`config.mk`:
```
export PLATFORM = sky130hd
export DESIGN_NAME = buck_voltage_select_regs
export DESIGN_NICKNAME = d
export VERILOG_FILES = /design/src/buck_vsel_pkg.sv /design/src/buck_voltage_select_regs.sv
export SDC_FILE = /design/constraint.sdc
export NUM_CORES = 1
export LEC_CHECK = 0
export BUFFER_PORTS_ARGS = -buffer_cell sky130_fd_sc_hd__buf_2
export CAP_MARGIN = 15
export CORE_MARGIN = 1.5
export CORE_UTILIZATION = 58
export DETAILED_ROUTE_END_ITERATION = 8
export GPL_TIMING_DRIVEN = 0
export PLACE_DENSITY = 0.86
export SYNTH_ARGS = -nofsm -noshare
export SYNTH_HDL_FRONTEND = slang
export SYNTH_SLANG_ARGS = --single-unit
```
`constraint.sdc`:
```
create_clock -name ref_clk -period 4.7 [get_ports ref_clk]
set_input_delay 0.47 -clock ref_clk [delete_from_list [all_inputs] [get_ports ref_clk]]
set_output_delay 0.47 -clock ref_clk [all_outputs]
set_load 0.01 [all_outputs]
```
`src/buck_vsel_pkg.sv`:
```
// Constants and types shared by the buck voltage selection register bank.
package buck_vsel_pkg;
   localparam logic [7:0] CH23_SEL_ADDR = 8'h03;
   localparam logic [7:0] CH4_SEL_ADDR = 8'h04;
   localparam logic [7:0] SCALE_CFG_ADDR = 8'h05;
   localparam logic [7:0] READ_UNMAPPED = 8'h00;
   localparam int CH3_LSB = 4;
   localparam int CH2_LSB = 0;
   localparam int CH4_LSB = 0;
   localparam int CH4_EN_BIT = 6;
   localparam int CH4_INT_LSB = 4;
   localparam int CH1_EN_BIT = 2;
   localparam int CH1_INT_LSB = 0;
   localparam logic [7:0] CH23_SEL_RESET = 8'h00;
   localparam logic [7:0] CH4_SEL_RESET = 8'h00;
   localparam logic [7:0] SCALE_CFG_RESET = 8'h00;
   localparam logic [4:0] APPLIED_RESET = 5'h00;
   localparam int CLK_PERIOD_NS = 40;
   localparam int STEP0_NS = 62500;
   localparam int STEP1_NS = 31200;
   localparam int STEP2_NS = 15600;
   localparam int STEP3_NS = 7800;
   typedef logic [10:0] tick_t;
   localparam tick_t STEP0_CYC = tick_t'(STEP0_NS / CLK_PERIOD_NS);
   localparam tick_t STEP1_CYC = tick_t'(STEP1_NS / CLK_PERIOD_NS);
   localparam tick_t STEP2_CYC = tick_t'(STEP2_NS / CLK_PERIOD_NS);
   localparam tick_t STEP3_CYC = tick_t'(STEP3_NS / CLK_PERIOD_NS);
   localparam tick_t TICK_RESET = 11'h000;
   typedef logic [12:0] mv_t;
   localparam mv_t ADJ_MV = 13'd800;
   localparam mv_t CH3_BASE_MV = 13'd1100;
   localparam mv_t CH3_STEP_MV = 13'd100;
   localparam mv_t CH2_BASE_MV = 13'd3300;
   localparam mv_t CH2_STEP_MV = 13'd300;
   localparam mv_t CH2_GAP_MV = 13'd4800;
   localparam mv_t CH2_TOP_MV = 13'd5000;
   localparam mv_t CH4_BASE_MV = 13'd2400;
   localparam mv_t CH4_STEP_MV = 13'd100;
   localparam mv_t MV_RESET = 13'd0;
   localparam logic [2:0] CH2_GAP_CODE = 3'b110;
   localparam logic [2:0] CH2_TOP_CODE = 3'b111;
   localparam logic [10:0] FUSE_RESET = 11'h000;
   typedef enum logic [3:0] {
      ST_SYNC = 4'b0001,
      ST_SETTLE = 4'b0010,
      ST_LOAD = 4'b0100,
      ST_RUN = 4'b1000
   } init_state_t;
endpackage
```
`src/buck_voltage_select_regs.sv`:
```
// Voltage selection registers for buck channels 2 to 4 and scaling configuration registers for channels 1 and 4.
`timescale 1ns/1ps
`default_nettype none
module buck_voltage_select_regs
   import buck_vsel_pkg::*;
(
   input wire logic ref_clk,
   input wire logic rstn,
   input wire logic [7:0] regAddr,
   input wire logic [7:0] regWdata,
   input wire logic regWrite,
   input wire logic regRead,
   output logic [7:0] regRdata,
   output logic regRdataValid,
   input wire logic [2:0] fuseCh2Code,
   input wire logic [2:0] fuseCh3Code,
   input wire logic [4:0] fuseCh4Code,
   input wire logic [4:0] ch1TargetCode,
   output logic [2:0] ch2VoltageCode,
   output logic [2:0] ch3VoltageCode,
   output logic [4:0] ch4VoltageCode,
   output logic ch1ScalingEnable,
   output logic [1:0] ch1ScalingInterval,
   output logic ch4ScalingEnable,
   output logic [1:0] ch4ScalingInterval,
   output logic [4:0] ch1AppliedCode,
   output logic [4:0] ch4AppliedCode,
   output logic [12:0] ch2Mv,
   output logic [12:0] ch3Mv,
   output logic [12:0] ch4Mv
);

   function automatic tick_t stepCycles(input logic [1:0] iv);
      case (iv)
         2'b00: return STEP0_CYC;
         2'b01: return STEP1_CYC;
         2'b10: return STEP2_CYC;
         default: return STEP3_CYC;
      endcase
   endfunction

   function automatic mv_t ch3ToMv(input logic [2:0] c);
      if (c == 3'b000)
      begin
         return ADJ_MV;
      end
      return mv_t'(CH3_BASE_MV + CH3_STEP_MV * mv_t'(c));
   endfunction

   function automatic mv_t ch2ToMv(input logic [2:0] c);
      if (c == 3'b000)
      begin
         return ADJ_MV;
      end
      else if (c == CH2_TOP_CODE)
      begin
         return CH2_TOP_MV;
      end
      else if (c == CH2_GAP_CODE)
      begin
         return CH2_GAP_MV;
      end
      return mv_t'(CH2_BASE_MV + CH2_STEP_MV * (mv_t'(c) - mv_t'(1)));
   endfunction

   function automatic mv_t ch4ToMv(input logic [4:0] c);
      if (c == 5'b00000)
      begin
         return ADJ_MV;
      end
      return mv_t'(CH4_BASE_MV + CH4_STEP_MV * mv_t'(c));
   endfunction

   init_state_t state_r, state_nxt;
   logic [10:0] fuseS1_r, fuseS1_nxt;
   logic [10:0] fuseS2_r, fuseS2_nxt;
   logic [7:0] ch23_r, ch23_nxt;
   logic [7:0] ch4Reg_r, ch4Reg_nxt;
   logic [7:0] cfg_r, cfg_nxt;
   logic [7:0] rdata_r, rdata_nxt;
   logic rvalid_r, rvalid_nxt;
   logic [4:0] applied_r [2];
   logic [4:0] applied_nxt [2];
   tick_t timer_r [2];
   tick_t timer_nxt [2];
   mv_t ch2Mv_r, ch2Mv_nxt;
   mv_t ch3Mv_r, ch3Mv_nxt;
   mv_t ch4Mv_r, ch4Mv_nxt;
   logic [4:0] tgt [2];
   logic en [2];
   logic [1:0] iv [2];

   assign tgt[0] = ch1TargetCode;
   assign tgt[1] = ch4Reg_r[CH4_LSB +: 5];
   assign en[0] = cfg_r[CH1_EN_BIT];
   assign en[1] = cfg_r[CH4_EN_BIT];
   assign iv[0] = cfg_r[CH1_INT_LSB +: 2];
   assign iv[1] = cfg_r[CH4_INT_LSB +: 2];

   always_comb
   begin
      state_nxt = state_r;
      fuseS1_nxt = {fuseCh4Code, fuseCh3Code, fuseCh2Code};
      fuseS2_nxt = fuseS1_r;
      ch23_nxt = ch23_r;
      ch4Reg_nxt = ch4Reg_r;
      cfg_nxt = cfg_r;
      rdata_nxt = rdata_r;
      rvalid_nxt = 1'b0;
      // Fuse levels come from outside the clock domain, so they are loaded only after two flops.
      case (state_r)
         ST_SYNC: state_nxt = ST_SETTLE;
         ST_SETTLE: state_nxt = ST_LOAD;
         ST_LOAD:
         begin
            ch23_nxt = {1'b0, fuseS2_r[5:3], 1'b0, fuseS2_r[2:0]};
            ch4Reg_nxt = {3'b000, fuseS2_r[10:6]};
            state_nxt = ST_RUN;
         end
         ST_RUN:
         begin
            if (regWrite)
            begin
               if (regAddr == CH23_SEL_ADDR)
               begin
                  ch23_nxt = regWdata;
               end
               else if (regAddr == CH4_SEL_ADDR)
               begin
                  ch4Reg_nxt = regWdata;
               end
               else if (regAddr == SCALE_CFG_ADDR)
               begin
                  cfg_nxt = regWdata;
               end
            end
         end
         default: state_nxt = ST_SYNC;
      endcase
      if (regRead)
      begin
         rvalid_nxt = 1'b1;
         if (regAddr == CH23_SEL_ADDR)
         begin
            rdata_nxt = ch23_r;
         end
         else if (regAddr == CH4_SEL_ADDR)
         begin
            rdata_nxt = ch4Reg_r;
         end
         else if (regAddr == SCALE_CFG_ADDR)
         begin
            rdata_nxt = cfg_r;
         end
         else
         begin
            rdata_nxt = READ_UNMAPPED;
         end
      end
      for (int i = 0; i < 2; i++)
      begin
         applied_nxt[i] = applied_r[i];
         timer_nxt[i] = timer_r[i];
         if (!en[i])
         begin
            applied_nxt[i] = tgt[i];
            timer_nxt[i] = TICK_RESET;
         end
         else if (applied_r[i] != tgt[i])
         begin
            if (timer_r[i] >= stepCycles(iv[i]) - tick_t'(1))
            begin
               timer_nxt[i] = TICK_RESET;
               if (applied_r[i] < tgt[i])
               begin
                  applied_nxt[i] = applied_r[i] + 5'd1;
               end
               else
               begin
                  applied_nxt[i] = applied_r[i] - 5'd1;
               end
            end
            else
            begin
               timer_nxt[i] = timer_r[i] + tick_t'(1);
            end
         end
         else
         begin
            timer_nxt[i] = TICK_RESET;
         end
      end
      ch2Mv_nxt = ch2ToMv(ch23_r[CH2_LSB +: 3]);
      ch3Mv_nxt = ch3ToMv(ch23_r[CH3_LSB +: 3]);
      ch4Mv_nxt = ch4ToMv(applied_r[1]);
   end

   always_ff @(posedge ref_clk or negedge rstn)
   begin
      if (!rstn)
      begin
         state_r <= ST_SYNC;
         fuseS1_r <= FUSE_RESET;
         fuseS2_r <= FUSE_RESET;
         ch23_r <= CH23_SEL_RESET;
         ch4Reg_r <= CH4_SEL_RESET;
         cfg_r <= SCALE_CFG_RESET;
         rdata_r <= READ_UNMAPPED;
         rvalid_r <= 1'b0;
         applied_r[0] <= APPLIED_RESET;
         applied_r[1] <= APPLIED_RESET;
         timer_r[0] <= TICK_RESET;
         timer_r[1] <= TICK_RESET;
         ch2Mv_r <= MV_RESET;
         ch3Mv_r <= MV_RESET;
         ch4Mv_r <= MV_RESET;
      end
      else
      begin
         state_r <= state_nxt;
         fuseS1_r <= fuseS1_nxt;
         fuseS2_r <= fuseS2_nxt;
         ch23_r <= ch23_nxt;
         ch4Reg_r <= ch4Reg_nxt;
         cfg_r <= cfg_nxt;
         rdata_r <= rdata_nxt;
         rvalid_r <= rvalid_nxt;
         applied_r[0] <= applied_nxt[0];
         applied_r[1] <= applied_nxt[1];
         timer_r[0] <= timer_nxt[0];
         timer_r[1] <= timer_nxt[1];
         ch2Mv_r <= ch2Mv_nxt;
         ch3Mv_r <= ch3Mv_nxt;
         ch4Mv_r <= ch4Mv_nxt;
      end
   end

   assign regRdata = rdata_r;
   assign regRdataValid = rvalid_r;
   assign ch2VoltageCode = ch23_r[CH2_LSB +: 3];
   assign ch3VoltageCode = ch23_r[CH3_LSB +: 3];
   assign ch4VoltageCode = ch4Reg_r[CH4_LSB +: 5];
   assign ch1ScalingEnable = cfg_r[CH1_EN_BIT];
   assign ch1ScalingInterval = cfg_r[CH1_INT_LSB +: 2];
   assign ch4ScalingEnable = cfg_r[CH4_EN_BIT];
   assign ch4ScalingInterval = cfg_r[CH4_INT_LSB +: 2];
   assign ch1AppliedCode = applied_r[0];
   assign ch4AppliedCode = applied_r[1];
   assign ch2Mv = ch2Mv_r;
   assign ch3Mv = ch3Mv_r;
   assign ch4Mv = ch4Mv_r;
endmodule
`default_nettype wire

```
==> results.sh <==
export IMPL_status="finished, final reports clean"
export IMPL_hold_path_end="fuseS1_r[3]$_DFF_PN0_"
export IMPL_cts_htree_levels=4
export IMPL_wire_per_inst_um=15.1
export IMPL_fin_nets=978
export IMPL_min_from="fuseCh3Code[0]"
export IMPL_yosysUniqueCellTypes=61
export IMPL_required_ns=5.05
export IMPL_net_switching_power_w=0.00108
export IMPL_coreArea_um2=12600
export IMPL_leakage_nw=4.48
export IMPL_grtUsageTotal_pct=24.9
export IMPL_layout_common_cells="122 x dfrtp_1, 104 x buf_2, 91 x ha_1"
export IMPL_clk_pin_slew_ns=0.06
export IMPL_ant_nets=0
export IMPL_dr_total_vias=5560
export IMPL_dr_pass1_iters=4
export IMPL_clock_skew_ns=0.0160
export IMPL_cp_buffers_inverters=4
export IMPL_power_frac_comb_pct=28.9
export IMPL_drv_cap=0
export IMPL_r2r_start="ch23_r[1]$_DFFE_PN0P_"
export IMPL_vdd_drop_max_v=0.000300
export IMPL_via_per_inst=5.39
export IMPL_fin_crit_ns=4.42
export IMPL_swShare_pct=30.9
export IMPL_drive_above_1_share_pct=22.4
export IMPL_io_pins=111
export IMPL_min_period_over_period_pct=94.1
export IMPL_netlist_area_um2=7430
export IMPL_cp_cell_sequence="clkbuf_2 > inv_1 > ha_1 > xor2_1 > inv_1 > ha_1 > inv_1 > ha_1 > ha_1 > xor2_1 > ha_1 > nor3_1 > o41ai_2 > o22ai_1 > xnor3_1 > nor2_1"
export IMPL_crit_slowest_cell="dfrtp_1"
export IMPL_synth_edf_count=0
export IMPL_cp_startpoint="ch23_r[1]$_DFFE_PN0P_"
export IMPL_dieArea_um2=13500
export IMPL_cts_root_buffer="clkbuf_16"
export IMPL_critical_path_top_delay_family="adder cells"
export IMPL_p_int_w=0.00243
export IMPL_cts_buffers=17
export IMPL_layout_commonest_cell="dfrtp_1"
export IMPL_synthToLayoutAreaGrowth_pct=18.6
export IMPL_post_place_ws_ns=0.148
export IMPL_cts_tree="done"
export IMPL_r2r_setup_slack_ns=0.28
export IMPL_critPathMaxFanout=10
export IMPL_syn_inst=715
export IMPL_drc=0
export IMPL_ys_ff_latch=123
export IMPL_rsz0062_at_grt="false"
export IMPL_cp_end_kind="flip-flop"
export IMPL_port_buffers=103
export IMPL_pwr_share_seq_pct=35.3
export IMPL_dieHeight_um=116
export IMPL_fmax_ghz=0.226
export IMPL_start_util_pct=59.2
export IMPL_clock_latency_ns=0.42
export IMPL_cp_start_kind="flip-flop"
export IMPL_crit_top_cell="ha_1"
export IMPL_layout_setup_ws_ns=0.277
export IMPL_yosys_warnings=0
export IMPL_ff2ff_path_depth=16
export IMPL_antenna_found_initial=1
export IMPL_rows=41
export IMPL_hold_depth=1
export IMPL_clkPwrFrac_pct=35.8
export IMPL_gp_congestion=0.836
export IMPL_avgSynthCellArea_um2=10.4
export IMPL_critical_path_class="reg2reg"
export IMPL_rr_endpoint="ch2Mv[11]$_DFF_PN0_"
export IMPL_ctsLongestPathBuffers=2
export IMPL_die_x_um=116
export IMPL_async_flop_share_pct=100
export IMPL_hp_class="in2reg"
export IMPL_p_per_area_nw_per_um2=398
export IMPL_seq_area_frac_synth_pct=41.4
export IMPL_ys_flop_type="dfrtp_1"
export IMPL_slew_headroom_pct=49.8
export IMPL_worst_slew_pin_slew_ns=0.749
export IMPL_drtIter0Drc=378
export IMPL_grt_pass1_vias=5416
export IMPL_crit_path_max_incr_delay_ns=0.55
export IMPL_arrival_ns=4.77
export IMPL_grt_max_degree=74
export IMPL_tns_ns=0
export IMPL_grt_pass1_wl_um=25800
export IMPL_wl_um=15600
export IMPL_cts_sinks=123
export IMPL_setup_violations_final=0
export IMPL_hpwl_um=11400
export IMPL_finalMaxSlewViolations=0
export IMPL_hold_viol_final=0
export IMPL_gr_total_overflow=0
metal layers:
metal  track usage, %  part of all wire [%]  vias up
met5                0                     0        -
li1                 -                     -     2714
met3             5.71                   5.0       20
met4             9.76                   1.5        0
met2             41.6                    50      136
met1             31.5                    43     2690
what timing repair did:
| action | 4_1_cts | 5_1_grt |
|---|---|---|
| gates resized for setup | 0 | 2 |
| endpoints found under the setup margin | 0 | 3 |
| buffers inserted | 0 | 0 |
| hold endpoints to repair | 9 | 0 |
| hold buffers | 1 | 0 |
layout make-up:
| class | count | area, um^2 |
|---|---|---|
| buffer | 45 | 278 |
| multi-input combinational | 490 | 3860 |
| clock inverter | 9 | 87.6 |
| sequential | 123 | 3080 |
| tap | 172 | 215 |
| antenna | 1 | 2.50 |
| timing repair buffer | 105 | 559 |
| clock buffer | 23 | 488 |
| fill | 939 | 3750 |
| inverter | 64 | 240 |
registers in the layout (all words and copies together), names as in the netlist, 5 cells and up:
register	flops
ch4Reg_r	8
ch1AppliedCode	5
ch4AppliedCode	5
timer_r	22
ch23_r	8
ch3Mv	10
ch2Mv	11
fuseS2_r	11
ch4Mv	11
regRdata	8
fuseS1_r	11
cfg_r	8
logic make-up (layout without fill, tap and decap cells):
logic type	after synthesis	in the layout	synth area share [%]
DFF	123	123	41.4
buffers and inverters	109	246	6.95
and+or+nand+nor	171	171	11.4
adders and majority gates	96	96	16.7
xor gates and xnor gates	55	55	6.66
other	2	10	0.101
AOI/OAI and AO/OA	136	136	13.3
muxes	23	23	3.50
stage by stage:
stage	instances	cell area [um^2]	hold WS, ns	util, %	total power, W
2_1_floorplan	722	7460	0.174	-	0.00198
3_3_place_gp	997	8190	0.333	65.2	0.00221
3_5_place_dp	998	8230	0.335	65.4	0.00226
4_1_cts	1031	8810	0.140	70.1	0.00353
5_1_grt	1031	8810	0.139	70.1	0.00373
6_report	1032	8810	0.155	70.1	0.00351
synth_stat cells (3+ instances only):
cell	instances	area (um^2)
dfrtp_1	122	3050
ha_1	91	1140
inv_1	64	240
nor2_1	52	195
nand2_1	39	146
xnor2_1	31	272
nand3_1	27	135
a21oi_1	25	125
a21o_1	24	180
xor2_1	23	201
buf_4	22	165
o21ai_0	19	95.1
clkbuf_1	18	67.6
mux2_2	14	158
o2111ai_1	12	105
and3_1	10	62.6
a22o_1	8	70.1
a31oi_1	8	50.1
mux2i_1	8	80.1
nand2b_1	7	43.8
nor2b_1	7	43.8
nor3_1	6	30.0
o221ai_1	6	52.6
a21boi_0	5	37.5
fa_1	5	100
o211ai_1	5	37.5
o21a_1	5	37.5
o31ai_1	4	30.0
and2_1	3	18.8
buf_6	3	33.8
nor3b_1	3	22.5
power groups by stage:
stage / clock (W) / sequential [W] / combinational (W)
4_1_cts: 0.00127 / 0.00124 / 0.00102
3_3_place_gp: 0 / 0.00125 / 0.000958
5_1_grt: 0.00133 / 0.00125 / 0.00115
3_5_place_dp: 0 / 0.00126 / 0.00100
6_report: 0.00126 / 0.00124 / 0.00102
2_1_floorplan: 0 / 0.00129 / 0.000685
worst max-delay path by stage:
| stage | end | slack, ns | cells past startpoint |
|---|---|---|---|
| floorplan | ch2Mv[11]$_DFF_PN0_ | 0.79 | 17 |
| global placement | ch2Mv[11]$_DFF_PN0_ | 0.31 | 16 |
| detailed placement | ch2Mv[11]$_DFF_PN0_ | 0.15 | 16 |
| CTS | ch2Mv[11]$_DFF_PN0_ | 0.11 | 16 |
| global route | ch2Mv[11]$_DFF_PN0_ | 0.03 | 16 |
| finish | ch2Mv[11]$_DFF_PN0_ | 0.28 | 16 |
Note: power is estimated with default switching activity, not from simulation.
